<file path="config.mk">
export PLATFORM = sky130hd
export DESIGN_NAME = psr_top
export DESIGN_NICKNAME = d
export VERILOG_FILES = /design/src/common/psr_pkg.sv /design/src/hw/psr_top.sv /design/src/hw/psr_fifo.sv /design/src/hw/psr_shift_word.sv
export VERILOG_INCLUDE_DIRS = /design/src /design/src/common
export SDC_FILE = /design/constraint.sdc
export NUM_CORES = 1
export LEC_CHECK = 0
export BUFFER_PORTS_ARGS = -buffer_cell sky130_fd_sc_hd__buf_2
export CORE_UTILIZATION = 55
export CTS_CLUSTER_DIAMETER = 150
export DETAILED_ROUTE_END_ITERATION = 7
export PLACE_DENSITY_LB_ADDON = 0.05
export SYNTH_ARGS = -nofsm -noshare
export SYNTH_HDL_FRONTEND = slang
export SYNTH_HIERARCHICAL = 1
export SYNTH_SLANG_ARGS = --single-unit
</file>
<file path="constraint.sdc">
create_clock -name ref_clk -period 3.7 [get_ports ref_clk]
set_input_delay 0.185 -clock ref_clk [delete_from_list [all_inputs] [get_ports ref_clk]]
set_output_delay 0.185 -clock ref_clk [all_outputs]
set_load 0.05 [all_outputs]
</file>
<file path="src/common/psr_regs.svh">
// Register offsets, field positions and sizes of the programmable shift register.
// Assumes a classic Wishbone slave with byte addresses and one 32-bit word per register.
`ifndef PSR_REGS_SVH
`define PSR_REGS_SVH

`define PSR_OFF_BCTRL     8'h00
`define PSR_OFF_RANGE     8'h04
`define PSR_OFF_EVAL      8'h08
`define PSR_OFF_STATUS    8'h0c
`define PSR_OFF_MEMADDR   8'h10
`define PSR_OFF_MEMDATA   8'h14

`define PSR_CW_DIR        12
`define PSR_CW_DATA       13
`define PSR_CW_EN         14
`define PSR_CW_RST        15

`define PSR_EV_KIND       0
`define PSR_EV_EXEC       1
`define PSR_EV_SIN        2
`define PSR_EV_PULSE      3
`define PSR_EV_CLR        4

`define PSR_RG_USTART     0
`define PSR_RG_UEND       4
`define PSR_RG_BSTART     8
`define PSR_RG_BEND       12

`define PSR_STAT_CARRY    0
`define PSR_STAT_ERROR    1
`define PSR_STAT_BUSY     2
`define PSR_STAT_PREV     3
`define PSR_STAT_FULL     4

`define PSR_CMD_KIND      0
`define PSR_CMD_EXEC      1
`define PSR_CMD_SIN       2
`define PSR_CMD_PULSE     3
`define PSR_CMD_CLR       4
`define PSR_CMD_CW        5

`define PSR_WORD_W        16
`define PSR_ADDR_W        4
`define PSR_NWORDS        16
`define PSR_AREA_BIT      3
`define PSR_CMD_W         9
`define PSR_FIFO_DEPTH    8
`define PSR_RST_WORD      16'h0000
`define PSR_RST_BUS       32'h00000000

`endif

</file>
<file path="src/common/psr_pkg.sv">
// Types shared by the programmable shift register files.
// Assumes psr_regs.svh supplies the numeric constants.
package psr_pkg;
    typedef enum logic [1:0] {
        PSR_IDLE,
        PSR_DECODE,
        PSR_WORK
    } psr_state_t;
endpackage

</file>
<file path="src/hw/psr_top.sv">
// Programmable shift register engine with a classic Wishbone register slave.
// Assumes a single 100 MHz ref_clk, active-low async reset_n, and software
// issuing one evaluation per program scan through the EVAL register.
`timescale 1ns/10ps
`include "psr_regs.svh"
module psr_top #(
    parameter bit DIR_SET_TOWARD_END = 1'b1
) (
    input  wire logic        ref_clk,
    input  wire logic        reset_n,
    input  wire logic        wb_cyc_i,
    input  wire logic        wb_stb_i,
    input  wire logic        wb_we_i,
    input  wire logic [7:0]  wb_adr_i,
    input  wire logic [3:0]  wb_sel_i,
    input  wire logic [31:0] wb_dat_i,
    output      logic [31:0] wb_dat_o,
    output      logic        wb_ack_o,
    output      logic        carry_flag,
    output      logic        error_flag,
    output      logic        busy
);
    localparam int WW = `PSR_WORD_W;
    localparam int AW = `PSR_ADDR_W;

    // Two data areas of eight words; the top address bit names the area
    logic [WW-1:0] mem_reg [`PSR_NWORDS];

    // Bus-side state
    logic [WW-1:0] bctrl_reg, bctrl_next;
    logic [WW-1:0] range_reg, range_next;
    logic [AW-1:0] maddr_reg, maddr_next;
    logic [31:0]   dat_reg, dat_next;
    logic          ack_reg, ack_next;

    // Engine state
    psr_pkg::psr_state_t state_reg, state_next;
    logic [`PSR_CMD_W-1:0] cmd_reg, cmd_next;
    logic [AW-1:0] cur_reg, cur_next;
    logic [AW-1:0] last_reg, last_next;
    logic          cin_reg, cin_next;
    logic          down_reg, down_next;
    logic          left_reg, left_next;
    logic          zero_reg, zero_next;
    logic          updcf_reg, updcf_next;
    logic          prev_reg, prev_next;
    logic          cf_reg, cf_next;
    logic          err_reg, err_next;
    logic          busy_reg, busy_next;

    // Glue
    logic                  req, hit_eval, hit_mem, ok;
    logic                  fifo_in_ready, fifo_out_valid, fifo_pop;
    logic [`PSR_CMD_W-1:0] fifo_in_data, fifo_out_data;
    logic [WW-1:0]         sh_out;
    logic                  sh_cout;
    logic                  mem_we;
    logic [AW-1:0]         mem_wa;
    logic [WW-1:0]         mem_wd;
    logic                  sw_mem_we;
    logic [AW-1:0]         us, ue, bs, be;
    logic                  cw_dir, cw_data, cw_en, cw_rst, toward_end;

    function automatic logic [WW-1:0] merge16(input logic [WW-1:0] old,
                                              input logic [31:0]   d,
                                              input logic [3:0]    sel);
        logic [WW-1:0] r;
        r = old;
        if (sel[0]) begin
            r[7:0] = d[7:0];
        end
        if (sel[1]) begin
            r[15:8] = d[15:8];
        end
        return r;
    endfunction

    assign req      = wb_cyc_i & wb_stb_i & ~ack_reg;
    assign hit_eval = (wb_adr_i == `PSR_OFF_EVAL);
    assign hit_mem  = (wb_adr_i == `PSR_OFF_MEMDATA);
    // Back-pressure: a full FIFO holds off an EVAL write ack, a running engine a MEMDATA write ack
    assign ok = ~(wb_we_i & hit_eval & ~fifo_in_ready) &
                ~(wb_we_i & hit_mem & busy_reg);
    assign sw_mem_we = req & ok & wb_we_i & hit_mem & (wb_sel_i[1:0] != 2'h0);

    assign fifo_in_data = {bctrl_reg[`PSR_CW_RST:`PSR_CW_DIR], wb_dat_i[`PSR_EV_CLR:0]};

    psr_fifo #(
        .WIDTH (`PSR_CMD_W),
        .DEPTH (`PSR_FIFO_DEPTH)
    ) u_fifo (
        .ref_clk   (ref_clk),
        .reset_n   (reset_n),
        .in_data   (fifo_in_data),
        .in_valid  (req & ok & wb_we_i & hit_eval & wb_sel_i[0]),
        .in_ready  (fifo_in_ready),
        .out_data  (fifo_out_data),
        .out_valid (fifo_out_valid),
        .out_ready (fifo_pop)
    );

    psr_shift_word u_shift (
        .word_in   (mem_reg[cur_reg]),
        .carry_in  (cin_reg),
        .to_left   (left_reg),
        .word_out  (sh_out),
        .carry_out (sh_cout)
    );

    // Bus registers
    always_comb begin
        bctrl_next = bctrl_reg;
        range_next = range_reg;
        maddr_next = maddr_reg;
        dat_next   = dat_reg;
        ack_next   = 1'b0;
        if (req && ok) begin
            ack_next = 1'b1;
            dat_next = `PSR_RST_BUS;
            if (wb_we_i) begin
                unique case (wb_adr_i)
                    `PSR_OFF_BCTRL:   bctrl_next = merge16(bctrl_reg, wb_dat_i, wb_sel_i);
                    `PSR_OFF_RANGE:   range_next = merge16(range_reg, wb_dat_i, wb_sel_i);
                    `PSR_OFF_MEMADDR: begin
                        if (wb_sel_i[0]) begin
                            maddr_next = wb_dat_i[AW-1:0];
                        end
                    end
                    default: ;
                endcase
            end else begin
                unique case (wb_adr_i)
                    `PSR_OFF_BCTRL:   dat_next[WW-1:0] = bctrl_reg;
                    `PSR_OFF_RANGE:   dat_next[WW-1:0] = range_reg;
                    `PSR_OFF_MEMADDR: dat_next[AW-1:0] = maddr_reg;
                    `PSR_OFF_MEMDATA: dat_next[WW-1:0] = mem_reg[maddr_reg];
                    `PSR_OFF_STATUS: begin
                        dat_next[`PSR_STAT_CARRY] = cf_reg;
                        dat_next[`PSR_STAT_ERROR] = err_reg;
                        dat_next[`PSR_STAT_BUSY]  = busy_reg;
                        dat_next[`PSR_STAT_PREV]  = prev_reg;
                        dat_next[`PSR_STAT_FULL]  = ~fifo_in_ready;
                    end
                    default: ;
                endcase
            end
        end
    end

    always_ff @(posedge ref_clk or negedge reset_n) begin
        if (!reset_n) begin
            bctrl_reg <= `PSR_RST_WORD;
            range_reg <= `PSR_RST_WORD;
            maddr_reg <= '0;
            dat_reg   <= `PSR_RST_BUS;
            ack_reg   <= 1'b0;
        end else begin
            bctrl_reg <= bctrl_next;
            range_reg <= range_next;
            maddr_reg <= maddr_next;
            dat_reg   <= dat_next;
            ack_reg   <= ack_next;
        end
    end

    // Engine: decode one command, then walk one word per cycle
    assign us = range_reg[`PSR_RG_USTART +: AW];
    assign ue = range_reg[`PSR_RG_UEND +: AW];
    assign bs = range_reg[`PSR_RG_BSTART +: AW];
    assign be = range_reg[`PSR_RG_BEND +: AW];
    assign cw_dir  = cmd_reg[`PSR_CMD_CW + `PSR_CW_DIR - `PSR_CW_DIR];
    assign cw_data = cmd_reg[`PSR_CMD_CW + `PSR_CW_DATA - `PSR_CW_DIR];
    assign cw_en   = cmd_reg[`PSR_CMD_CW + `PSR_CW_EN - `PSR_CW_DIR];
    assign cw_rst  = cmd_reg[`PSR_CMD_CW + `PSR_CW_RST - `PSR_CW_DIR];
    assign toward_end = (cw_dir == DIR_SET_TOWARD_END);
    assign fifo_pop = (state_reg == psr_pkg::PSR_IDLE) & fifo_out_valid;

    always_comb begin
        state_next = state_reg;
        cmd_next   = cmd_reg;
        cur_next   = cur_reg;
        last_next  = last_reg;
        cin_next   = cin_reg;
        down_next  = down_reg;
        left_next  = left_reg;
        zero_next  = zero_reg;
        updcf_next = updcf_reg;
        prev_next  = prev_reg;
        cf_next    = cf_reg;
        err_next   = err_reg;
        mem_we     = 1'b0;
        mem_wa     = cur_reg;
        mem_wd     = zero_reg ? `PSR_RST_WORD : sh_out;
        unique case (state_reg)
            psr_pkg::PSR_IDLE: begin
                if (fifo_out_valid) begin
                    cmd_next   = fifo_out_data;
                    state_next = psr_pkg::PSR_DECODE;
                end
            end
            psr_pkg::PSR_DECODE: begin
                state_next = psr_pkg::PSR_IDLE;
                updcf_next = 1'b0;
                if (!cmd_reg[`PSR_CMD_KIND]) begin
                    // Serial-in: neither carry nor error flag is touched on this path
                    prev_next = cmd_reg[`PSR_CMD_PULSE];
                    cur_next  = us;
                    last_next = ue;
                    down_next = 1'b1;
                    left_next = 1'b1;
                    cin_next  = cmd_reg[`PSR_CMD_SIN];
                    // Bad bounds are the caller's fault; they just skip the shift
                    if (us[`PSR_AREA_BIT] == ue[`PSR_AREA_BIT] && ue <= us) begin
                        if (cmd_reg[`PSR_CMD_CLR]) begin
                            zero_next  = 1'b1;
                            state_next = psr_pkg::PSR_WORK;
                        end else if (cmd_reg[`PSR_CMD_PULSE] && !prev_reg) begin
                            zero_next  = 1'b0;
                            state_next = psr_pkg::PSR_WORK;
                        end
                    end
                end else if (cmd_reg[`PSR_CMD_EXEC]) begin
                    if (bs[`PSR_AREA_BIT] != be[`PSR_AREA_BIT] || bs > be) begin
                        err_next = 1'b1;
                    end else begin
                        err_next   = 1'b0;
                        updcf_next = 1'b1;
                        left_next  = toward_end;
                        down_next  = ~toward_end;
                        cur_next   = toward_end ? bs : be;
                        last_next  = toward_end ? be : bs;
                        cin_next   = cw_data;
                        if (cw_rst) begin
                            zero_next  = 1'b1;
                            state_next = psr_pkg::PSR_WORK;
                        end else if (cw_en) begin
                            zero_next  = 1'b0;
                            state_next = psr_pkg::PSR_WORK;
                        end
                    end
                end
            end
            psr_pkg::PSR_WORK: begin
                mem_we   = 1'b1;
                cin_next = sh_cout;
                cur_next = down_reg ? cur_reg - AW'(1) : cur_reg + AW'(1);
                if (cur_reg == last_reg) begin
                    state_next = psr_pkg::PSR_IDLE;
                    if (updcf_reg) begin
                        cf_next = zero_reg ? 1'b0 : sh_cout;
                    end
                end
            end
            default: state_next = psr_pkg::PSR_IDLE;
        endcase
        if (sw_mem_we) begin
            mem_we = 1'b1;
            mem_wa = maddr_reg;
            mem_wd = merge16(mem_reg[maddr_reg], wb_dat_i, wb_sel_i);
        end
        busy_next = (state_next != psr_pkg::PSR_IDLE) | fifo_out_valid |
                    (req & ok & wb_we_i & hit_eval);
    end

    always_ff @(posedge ref_clk or negedge reset_n) begin
        if (!reset_n) begin
            state_reg <= psr_pkg::PSR_IDLE;
            cmd_reg   <= '0;
            cur_reg   <= '0;
            last_reg  <= '0;
            cin_reg   <= 1'b0;
            down_reg  <= 1'b0;
            left_reg  <= 1'b0;
            zero_reg  <= 1'b0;
            updcf_reg <= 1'b0;
            prev_reg  <= 1'b0;
            cf_reg    <= 1'b0;
            err_reg   <= 1'b0;
            busy_reg  <= 1'b0;
        end else begin
            state_reg <= state_next;
            cmd_reg   <= cmd_next;
            cur_reg   <= cur_next;
            last_reg  <= last_next;
            cin_reg   <= cin_next;
            down_reg  <= down_next;
            left_reg  <= left_next;
            zero_reg  <= zero_next;
            updcf_reg <= updcf_next;
            prev_reg  <= prev_next;
            cf_reg    <= cf_next;
            err_reg   <= err_next;
            busy_reg  <= busy_next;
        end
    end

    // Word store; software writes only while the engine is idle, so the ports never collide
    always_ff @(posedge ref_clk or negedge reset_n) begin
        if (!reset_n) begin
            for (int i = 0; i < `PSR_NWORDS; i++) begin
                mem_reg[i] <= `PSR_RST_WORD;
            end
        end else if (mem_we) begin
            mem_reg[mem_wa] <= mem_wd;
        end
    end

    assign wb_dat_o   = dat_reg;
    assign wb_ack_o   = ack_reg;
    assign carry_flag = cf_reg;
    assign error_flag = err_reg;
    assign busy       = busy_reg;
endmodule

</file>
<file path="src/hw/psr_fifo.sv">
// Command FIFO of the programmable shift register.
// Assumes one clock; push on in_valid&in_ready, pop on out_valid&out_ready.
`timescale 1ns/10ps
module psr_fifo #(
    parameter int WIDTH = 9,
    parameter int DEPTH = 8
) (
    input  wire logic             ref_clk,
    input  wire logic             reset_n,
    input  wire logic [WIDTH-1:0] in_data,
    input  wire logic             in_valid,
    output      logic             in_ready,
    output      logic [WIDTH-1:0] out_data,
    output      logic             out_valid,
    input  wire logic             out_ready
);
    localparam int PW = $clog2(DEPTH);

    logic [WIDTH-1:0] mem_reg [DEPTH];
    logic [PW-1:0]    wr_reg, wr_next;
    logic [PW-1:0]    rd_reg, rd_next;
    logic [PW:0]      cnt_reg, cnt_next;
    logic             push, pop;

    assign in_ready  = (cnt_reg != PW'(0) + (PW+1)'(DEPTH)) ? 1'b1 : 1'b0;
    assign out_valid = (cnt_reg != '0);
    assign out_data  = mem_reg[rd_reg];
    assign push      = in_valid & in_ready;
    assign pop       = out_valid & out_ready;

    always_comb begin
        wr_next  = wr_reg;
        rd_next  = rd_reg;
        cnt_next = cnt_reg;
        if (push) begin
            wr_next = (wr_reg == PW'(DEPTH - 1)) ? '0 : wr_reg + PW'(1);
        end
        if (pop) begin
            rd_next = (rd_reg == PW'(DEPTH - 1)) ? '0 : rd_reg + PW'(1);
        end
        if (push && !pop) begin
            cnt_next = cnt_reg + (PW+1)'(1);
        end else if (pop && !push) begin
            cnt_next = cnt_reg - (PW+1)'(1);
        end
    end

    always_ff @(posedge ref_clk or negedge reset_n) begin
        if (!reset_n) begin
            wr_reg  <= '0;
            rd_reg  <= '0;
            cnt_reg <= '0;
        end else begin
            wr_reg  <= wr_next;
            rd_reg  <= rd_next;
            cnt_reg <= cnt_next;
        end
    end

    // Storage needs no reset: out_valid guards every read
    always_ff @(posedge ref_clk) begin
        if (push) begin
            mem_reg[wr_reg] <= in_data;
        end
    end
endmodule

</file>
<file path="src/hw/psr_shift_word.sv">
// One-place shift of a 16-bit word with a bit entering and a bit leaving.
// Purely combinational; the caller chains words through carry_in/carry_out.
`timescale 1ns/10ps
`include "psr_regs.svh"
module psr_shift_word (
    input  wire logic [`PSR_WORD_W-1:0] word_in,
    input  wire logic                   carry_in,
    input  wire logic                   to_left,
    output      logic [`PSR_WORD_W-1:0] word_out,
    output      logic                   carry_out
);
    assign carry_out = to_left ? word_in[`PSR_WORD_W-1] : word_in[0];

    for (genvar i = 0; i < `PSR_WORD_W; i++) begin : g_bit
        if (i == 0) begin : g_lo
            assign word_out[i] = to_left ? carry_in : word_in[i+1];
        end else if (i == `PSR_WORD_W - 1) begin : g_hi
            assign word_out[i] = to_left ? word_in[i-1] : carry_in;
        end else begin : g_mid
            assign word_out[i] = to_left ? word_in[i-1] : word_in[i+1];
        end
    end
endmodule

</file>
# Word level (Yosys, flattened, before mapping)
# Memory sizes are Yosys's and may differ from the RTL's. A register that Yosys moved wholly into a read port is not among the register bits.
# Cells that the tools add are included.
# classes
n_addsub	6
order_cmp	6
n_eq_ne	18
mux	89
bitwise	27
reduce_logical	32
# op_table
op	count
$bwmux W256	1
$bmux W16 S4	2
$mux W16	8
$demux W16 S4	1
$mux W4	12
$mux W1	45
$pmux W11 S3	1
$mux W2	10
$pmux W4 S5	1
$reduce_and A4 Y1	5
$and A1 B1 Y1	16
$eq A8 B4 Y1 const B	2
$eq A8 B5 Y1 const B	2
$mux W8	2
$ge A5 B5 Y1 const B	3
$not A4 Y5	3
$reduce_and A3 Y1	4
$reduce_bool A2 Y1	5
$add A4 B1 Y4 const B	2
$eq A8 B3 Y1 const B	1
$logic_not A8 Y1	1
$pmux W4 S2	1
$sub A4 B1 Y4 const B	2
$add A3 B1 Y3 const B	2
28 further kinds	46
# totals
reg_bits	338
ram_bits	72
input_bits	49
out_inout_bits	36
n_memories	1
# mem_list
name	words	word_bits	rd	rd_clocked_by_memory_dff	wr	line	text
u_fifo.mem_reg	8	9	1	1	1	psr_fifo.sv:19	logic [WIDTH-1:0] mem_reg [DEPTH];

# Longest topological paths before layout
# Gate-level depths: netlist (run 1).
# depth
depth_word	17
ltp_mapped	12
mapped_depth_nobuf	12

# By module
# The synthesis (run 1) kept the hierarchy.
# modules_own_cells
mod	instances	cells_each	area_per_inst_um2	seq_area_each_um2
psr_top	1	1316	18731.7	8433.1
psr_fifo	1	168	3460.8	2412.3
psr_shift_word	1	19	260.2	0.0

# Worst setup path after synthesis (run 1)
# Ideal clock, no wire load.
# synth_timing
path_type	register -> register
startpoint	reg cur_reg[0]
endpoint	reg mem_reg[125] in the netlist's numbering
arrival_ps	3183
t_required_ps	3575
path_slack_ps	392
path_stages_with_launch	11
n_path_buf	4
cell_sequence	dfrtp_1 -> clkbuf_1 -> buf_2 -> buf_1 -> mux4_2 -> mux4_2 -> mux2_4 -> nand3b_1 -> o21ai_1 -> buf_2 -> mux2_2
# synth_via
elab_chain_cells	8
# synth_lines
element	line	text
from (decl)	psr_top.sv:39	logic [AW-1:0] cur_reg, cur_next;
from (signal assigned)	psr_top.sv:283	cur_reg <= cur_next;
$not A4 Y5 (implied by the code)	psr_top.sv:103	.word_in (mem_reg[cur_reg]),
$bmux W16 S4	psr_top.sv:103	
$mux W16 (implied by the code) (2 in series)	psr_top.sv:103	
$mux W1	psr_shift_word.sv:20	assign word_out[i] = to_left ? word_in[i-1] : word_in[i+1];
named net sh_out[13]	psr_top.sv:55	logic [WW-1:0] sh_out;
$mux W16	psr_top.sv:193	mem_wd = zero_reg ? `PSR_RST_WORD : sh_out;
$mux W16	psr_top.sv:256	if (sw_mem_we) begin
$bwmux W256	psr_top.sv:304	mem_reg[mem_wa] <= mem_wd;
to (signal, indexed assignment)	psr_top.sv:301	mem_reg[i] <= `PSR_RST_WORD;
to (signal, indexed assignment)	psr_top.sv:304	
to (decl)	psr_top.sv:27	logic [WW-1:0] mem_reg [`PSR_NWORDS];
# The timed path passes the listed nets, and every way through them passes these cells. The select of a mux whose other input is x is not followed.
# A chain may end at the register's enable or synchronous reset.

# Final worst setup path (run 1)
# layout_timing
startpoint	reg cur_reg[0]
endpoint	reg mem_reg[222] in the netlist's numbering
# The elaborated chain is that of the path after synthesis.

==> results.py, run 1 <==
metrics = {
    "outcome": {
        "status": "complete, no violations",
    },
    "sta": {
        "setup-violations-final": 0,
        "hold_viol": 0,
        "period_share": 0.918,
        "post-route-min-period_ns": 3.40,
        "fmax_mhz": 294,
        "relSlewSlack": 0.136,
        "worst-slew-pin-transition_ns": 1.30,
        "fin_skew_ns": 0.0174,
        "grt_setup_unrepaired": "false",
        "maxSlewViolCount": 0,
        "finalSetupTns_ns": 0,
    },
    "critical_path": {
        "critical_path.top_delay_family": "multiplexers",
        "reg2reg_depth": 7,
        "startpoint_type": "flop",
        "crit_arrival_ns": 3.85,
        "reg2reg_to": "mem_reg[222]",
        "cp_max_fo": 21,
        "path_class": "reg2reg",
        "crit_chain": "buf_4, mux4_2, mux4_2, mux2_4, nand3b_1, o21ai_1, mux2_2",
        "worstSetupEndpointType": "flop",
        "crit_top_cell": "mux4_2",
        "slowest_delay_ns": 0.73,
        "r2r_slack_ns": 0.30,
        "cp_data_required_time_ns": 4.16,
        "worst-path-buf-inv": 1,
        "worst_path_max_delay_cell": "dfrtp_4",
        "r2r_start": "cur_reg[0]",
    },
    "clocking": {
        "cts_setup_buffers": 0,
        "clk_pin_slew_ns": 0.06,
        "clock-root-buffer": "clkbuf_16",
        "cts_made_buffers": 46,
        "cts_tree": "yes",
        "clkLatencyLatePin_ns": 0.58,
        "clock-sinks": 419,
        "cts.path.max_buffers": 3,
        "htree_levels": 2,
    },
    "yosys": {
        "ys_async_sr_fraction": 0.828,
        "ys.flop_type": "dfrtp_1",
        "yosysMostFrequentCell": "mux2_2",
        "synthTopCellsByArea": "dfrtp_1 39%, mux2_2 18%, mux4_2 11%, edfxtp_1 9.6%, mux4_1 3.4%",
        "synthDistinctLibCells": 61,
        "ys_seq_area_frac": 0.483,
        "ys_warn_count": 6,
        "yosysTopAreaCellShare": 0.387,
        "synth_area_um2": 22500,
        "ys_seq_elements": 419,
        "synthTopCellsByCount": "365 x mux2_2, 347 x dfrtp_1, 111 x mux4_2",
        "synth_largest_area_cell": "dfrtp_1",
        "synth-edff-count": 72,
        "synth.avg_cell_area_um2": 14.9,
        "syn_inst": 1503,
    },
    "hold_path": {
        "hold_path_end": "u_fifo/mem_reg[3][2]",
        "hold_start": "wb_dat_i[2]",
        "holdPathStages": 1,
        "hold_path.class": "in2reg",
    },
    "grt": {
        "grt_overflow": 0,
        "grtUsageTotal": 0.299,
        "grt_pass1_vias": 14397,
        "grt_max_degree": 131,
        "grt_antenna_before_repair": 3,
        "grt_pass1_wl_um": 91100,
    },
    "job": {
        "max_cap_viol_count": 0,
    },
    "power": {
        "ir_drop_uv": 346,
        "pwr_density_cell_nw_per_um2": 509,
        "p_leak_nw": 11.2,
    },
    "route": {
        "drcViolationCount": 0,
        "viasPerCell": 6.43,
        "drt_pass1_iterations": 6,
        "ant_nets": 0,
        "drt_iter0_drc": 1185,
        "wl_um": 59700,
        "drt-wirelength-per-cell_um": 27.6,
        "vias": 13902,
    },
    "floorplan": {
        "fp-row-count": 73,
        "num_io_pins": 85,
        "die_w_um": 204,
        "start_util": 0.561,
        "dieArea_um2": 41600,
        "core_um2": 40000,
        "fp.dieH_um": 204,
    },
    "place": {
        "dp_hpwl_um": 40500,
        "place_congestion": 0.890,
        "numPortBuffers": 50,
    },
    "layout": {
        "layout.nets": 1671,
        "drive_gt1_frac": 0.456,
        "largest_reg_flops": 256,
        "fill_cells": 2971,
        "final_util": 0.630,
        "synthToLayoutAreaGrowth_pct": 12.3,
    },
}
-- stage by stage --
step                      setup slack [ns]  hold WS (ns)  instance area [µm²]  total power [mW]  std cells
after floorplan                      0.392        -0.111                22500              7.47       1518
after global placement               0.403         0.380                23500              8.31       2064
after detailed placement             0.358         0.391                23500              8.35       2064
after CTS                            0.342       0.00173                25200              12.9       2162
after global routing                 0.158       0.00929                25200              13.4       2163
final                                0.304        0.0193                25200              12.8       2163
-- layout by cell type, fill, tap and decap left out, types with 5 or more instances in the layout --
| cell type | Yosys | layout |
|---|---|---|
| mux4_2 | 111 | 111 |
| o21ai_2 | 6 | 6 |
| o22ai_1 | 12 | 12 |
| clkbuf_8 | 0 | 11 |
| mux4_1 | 29 | 29 |
| a221oi_1 | 11 | 11 |
| a222oi_1 | 11 | 11 |
| nor3_1 | 15 | 15 |
| buf_12 | 2 | 7 |
| a221o_1 | 14 | 14 |
| o21ai_1 | 7 | 7 |
| dlygate4sd3_1 | 0 | 16 |
| edfxtp_1 | 72 | 72 |
| dfrtp_2 | 0 | 5 |
| inv_1 | 17 | 17 |
| mux2_2 | 365 | 365 |
| nand2_1 | 24 | 24 |
| mux2_4 | 13 | 13 |
| dfrtp_1 | 347 | 340 |
| o21ai_0 | 22 | 22 |
| mux2i_1 | 70 | 70 |
| nand2b_1 | 10 | 10 |
| nor2_1 | 51 | 51 |
| a21oi_1 | 22 | 22 |
| nor2b_1 | 13 | 13 |
| buf_2 | 28 | 49 |
| conb_1 | 1 | 16 |
| buf_4 | 36 | 98 |
| clkbuf_16 | 0 | 49 |
| a22oi_1 | 5 | 5 |
| nand3_1 | 22 | 21 |
| nand3b_1 | 19 | 19 |
| clkinv_1 | 0 | 5 |
| o41ai_4 | 6 | 6 |
| ha_1 | 17 | 17 |
| clkbuf_1 | 41 | 10 |
-- where the power goes --
group | switching (mW) | total, mW | internal [mW] | leakage (nW)
sequential | 0.629 | 5.56 | 4.93 | 5.46
clock | 1.84 | 4.53 | 2.69 | 0.733
combinational | 1.34 | 2.74 | 1.40 | 5.01
-- worst register-to-register path, stage by stage (launching register included) --
cell and delay (ns):
dfrtp_4 0.73, buf_4 0.28, mux4_2 0.51, mux4_2 0.58, mux2_4 0.31, nand3b_1 0.11, o21ai_1 0.36, mux2_2 0.42
-- how the worst max path moves through the flow --
stage	start	to	cells past startpoint	slack, ns
6_report	cur_reg[0]	mem_reg[222]	7	0.30
5_1_grt	cur_reg[0]	mem_reg[222]	7	0.16
4_1_cts	cur_reg[0]	mem_reg[222]	7	0.34
3_5_place_dp	cur_reg[0]	mem_reg[190]	7	0.36
3_3_place_gp	cur_reg[0]	mem_reg[158]	7	0.40
2_1_floorplan	cur_reg[0]	mem_reg[125]	10	0.39
-- routing by layer --
metal	vias up	GRT usage	part of all wire
li1	6023	-	-
met1	7305	0.430	0.44
met2	481	0.449	0.45
met3	91	0.0730	0.079
met4	2	0.0922	0.028
met5	-	0	0.00012
-- logic make-up after synthesis --
group / count (synthesis) / share of synthesized area
AO/OA/AOI/OAI: 141 / 0.0542
XOR/XNOR: 8 / 0.00312
adder cells (fa/ha/maj): 19 / 0.0113
buffers and inverters: 151 / 0.0383
flip-flops: 419 / 0.483
multiplexers: 588 / 0.368
other: 1 / 0.000167
AND/OR/NAND/NOR: 176 / 0.0417
-- what timing repair did --
item,4_1_cts,5_1_grt
endpoints found under the hold margin,175,0
hold buffers,16,0
gates resized for setup,0,0
-- final cells by class --
type / instances / area, µm² / area share
Antenna cell: 1 / 2.50 / 0.0000993
Clock buffer: 70 / 1420 / 0.0561
Clock inverter: 12 / 87.6 / 0.00347
Inverter: 17 / 63.8 / 0.00253
Multi-Input combinational cell: 948 / 10800 / 0.429
Sequential cell: 419 / 10900 / 0.431
Tap cell: 525 / 657 / 0.0261
Timing Repair Buffer: 171 / 1300 / 0.0514
No activity file was read; power rests on OpenSTA's default activity.
==> inputs of run 2 (changes only) <==
--- a/config.mk
+++ b/config.mk
@@ -11,6 +11,7 @@
 export CTS_CLUSTER_DIAMETER = 150
 export DETAILED_ROUTE_END_ITERATION = 7
 export PLACE_DENSITY_LB_ADDON = 0.05
+export SETUP_SLACK_MARGIN = 0.4
 export SYNTH_ARGS = -nofsm -noshare
 export SYNTH_HDL_FRONTEND = slang
 export SYNTH_HIERARCHICAL = 1
==> run 2 against run 1 <==
Cell count down 0.79%. Fmax up 5.7%. Global-route usage up 0.43 points. Combinational power up 6%. Critical path depth unchanged. Power up 2.9%. Register-to-register slack better by 0.18 ns. Non-clock buffer count down 18. Count of clock-buffer cells in the layout down 4. Highest routed layer unchanged.
==> results.py, run 2 (synthesis results as in run 1) <==
metrics = {
    "sta": {
        "setup-violations-final": 0,
        "period_share": 0.868,
        "whs_ns": 0.102,
        "post-route-min-period_ns": 3.21,
        "finalSetupTns_ns": 0,
        "hold_viol": 0,
        "grt_setup_unrepaired": "false",
        "relSlewSlack": 0.0472,
        "maxSlewViolCount": 0,
        "setup_slack_ns": 0.487,
        "worst-slew-pin-transition_ns": 1.42,
        "fmax_mhz": 311,
        "fin_skew_ns": 0.0232,
    },
    "critical_path": {
        "reg2reg_depth": 7,
        "r2r_slack_ns": 0.49,
        "critPathLaunch": "wb_ack_o",
        "cp_max_fo": 63,
        "startpoint_type": "flop",
        "crit_arrival_ns": 3.67,
        "path_class": "reg2reg",
        "cp_data_required_time_ns": 4.16,
        "worstSetupEndpointType": "flop",
        "r2r_start": "wb_ack_o",
    },
    "power": {
        "combPwrFrac": 0.220,
        "p_leak_nw": 11.2,
        "clkPwrFrac": 0.368,
        "p_sw_frac": 0.295,
        "pwr_density_cell_nw_per_um2": 521,
        "power.internal_mw": 9.30,
        "ir_drop_uv": 398,
        "p_switching_mw": 3.90,
        "pwr-share-seq": 0.412,
    },
    "place": {
        "numPortBuffers": 50,
        "dp_slack_ns": 0.429,
        "place_congestion": 0.819,
        "dp_hpwl_um": 39700,
    },
    "floorplan": {
        "die_w_um": 204,
        "num_io_pins": 85,
        "fp.dieH_um": 204,
        "start_util": 0.561,
        "core_um2": 40000,
        "fp-row-count": 73,
        "dieArea_um2": 41600,
    },
    "outcome": {
        "status": "complete, no violations",
    },
    "clocking": {
        "clock-sinks": 419,
        "htree_levels": 2,
        "clock-root-buffer": "clkbuf_16",
        "cts_setup_buffers": 0,
        "cts.path.max_buffers": 3,
        "cts_tree": "yes",
        "clkLatencyLatePin_ns": 0.58,
        "cts_made_buffers": 46,
        "clk_pin_slew_ns": 0.06,
    },
    "layout": {
        "final_common_cell": "mux2_2",
        "synthToLayoutAreaGrowth_pct": 12.9,
        "final_cell_mix": "365 x mux2_2, 340 x dfrtp_1, 111 x mux4_2",
        "largest_reg_flops": 256,
        "layout.nets": 1653,
        "drive_gt1_frac": 0.455,
        "diodes": 0,
    },
    "job": {
        "max_cap_viol_count": 0,
    },
    "grt": {
        "grt_max_degree": 111,
        "grtUsageTotal": 0.303,
        "grt_antenna_before_repair": 1,
        "grt_pass1_vias": 14202,
        "grt_overflow": 0,
        "grt_pass1_wl_um": 92400,
    },
    "route": {
        "wl_um": 60600,
        "vias": 13973,
        "drt_iter0_drc": 1152,
        "ant_nets": 0,
        "drcViolationCount": 0,
        "viasPerCell": 6.51,
        "drt-wirelength-per-cell_um": 28.3,
        "drt_pass1_iterations": 7,
    },
    "hold_path": {
        "holdPathStages": 3,
        "hold_path.class": "in2reg",
        "hold_start": "wb_adr_i[7]",
    },
}
[run 2: cell types whose count changed in the layout (fill, tap and decap cells not counted), moves of 2 or more]
cell       previous run  this run
buf_4                98        66
clkbuf_16            49        47
bufinv_16             1         6
clkinv_1              5         0
buf_12                7        20
clkinv_2              3         8
clkinv_8              0         2
[run 2: final timing paths]
check                               endpoint
max in group asynchronous        mem_reg[95]
worst max register to register  mem_reg[164]
worst min-delay path             wb_dat_o[1]
min in group asynchronous       wb_dat_o[11]
worst min register to register     updcf_reg
worst max-delay path            mem_reg[164]
[run 2: per-layer routing]
| layer | wire length [µm] | global-route usage | vias up |
|---|---|---|---|
| met5 | 12 | 0 | - |
| met1 | 27100 | 0.444 | 7376 |
| met3 | 3660 | 0.0501 | 106 |
| met2 | 28000 | 0.459 | 476 |
| met4 | 1910 | 0.105 | 2 |
| li1 | - | - | 6013 |
[run 2: area by class of cell]
cell class,instances,area [µm²]
inverters,17,63.8
clock inverters,18,269
flip-flops and latches,419,10900
repair buffers,153,1330
multi-input cells,948,10800
clock buffers,66,1350
fillers,2923,14700
well taps,525,657
[run 2: worst max-delay path: stages, from the launching register on]
cell      delay (ns)
dfrtp_1         0.36
nand3b_1        0.22
nor2_1          0.33
nand3_4         0.17
buf_12          0.25
o31ai_4         1.07
buf_4           0.32
mux2_2          0.34
[run 2: power by group through the flow]
stage,clock network [mW],registers [mW],logic [mW]
6_report,4.85,5.44,2.91
5_1_grt,5.13,5.47,3.12
4_1_cts,4.94,5.44,2.93
3_5_place_dp,0,5.51,2.88
3_3_place_gp,0,5.50,2.84
2_1_floorplan,0,5.19,2.29
[run 2: stage by stage]
stage,total power [mW],util,area [µm²],instances
2_1_floorplan,7.47,-,22500,1518
3_3_place_gp,8.34,0.589,23600,2045
3_5_place_dp,8.39,0.589,23600,2045
4_1_cts,13.3,0.634,25300,2146
5_1_grt,13.7,0.634,25400,2146
6_report,13.2,0.634,25400,2146
[run 2: repair_timing]
item | 4_1_cts | 5_1_grt
resized for setup | 0 | 2
endpoints found under the setup margin | 0 | 13
hold endpoints to repair | 171 | 0
hold buffers | 17 | 0
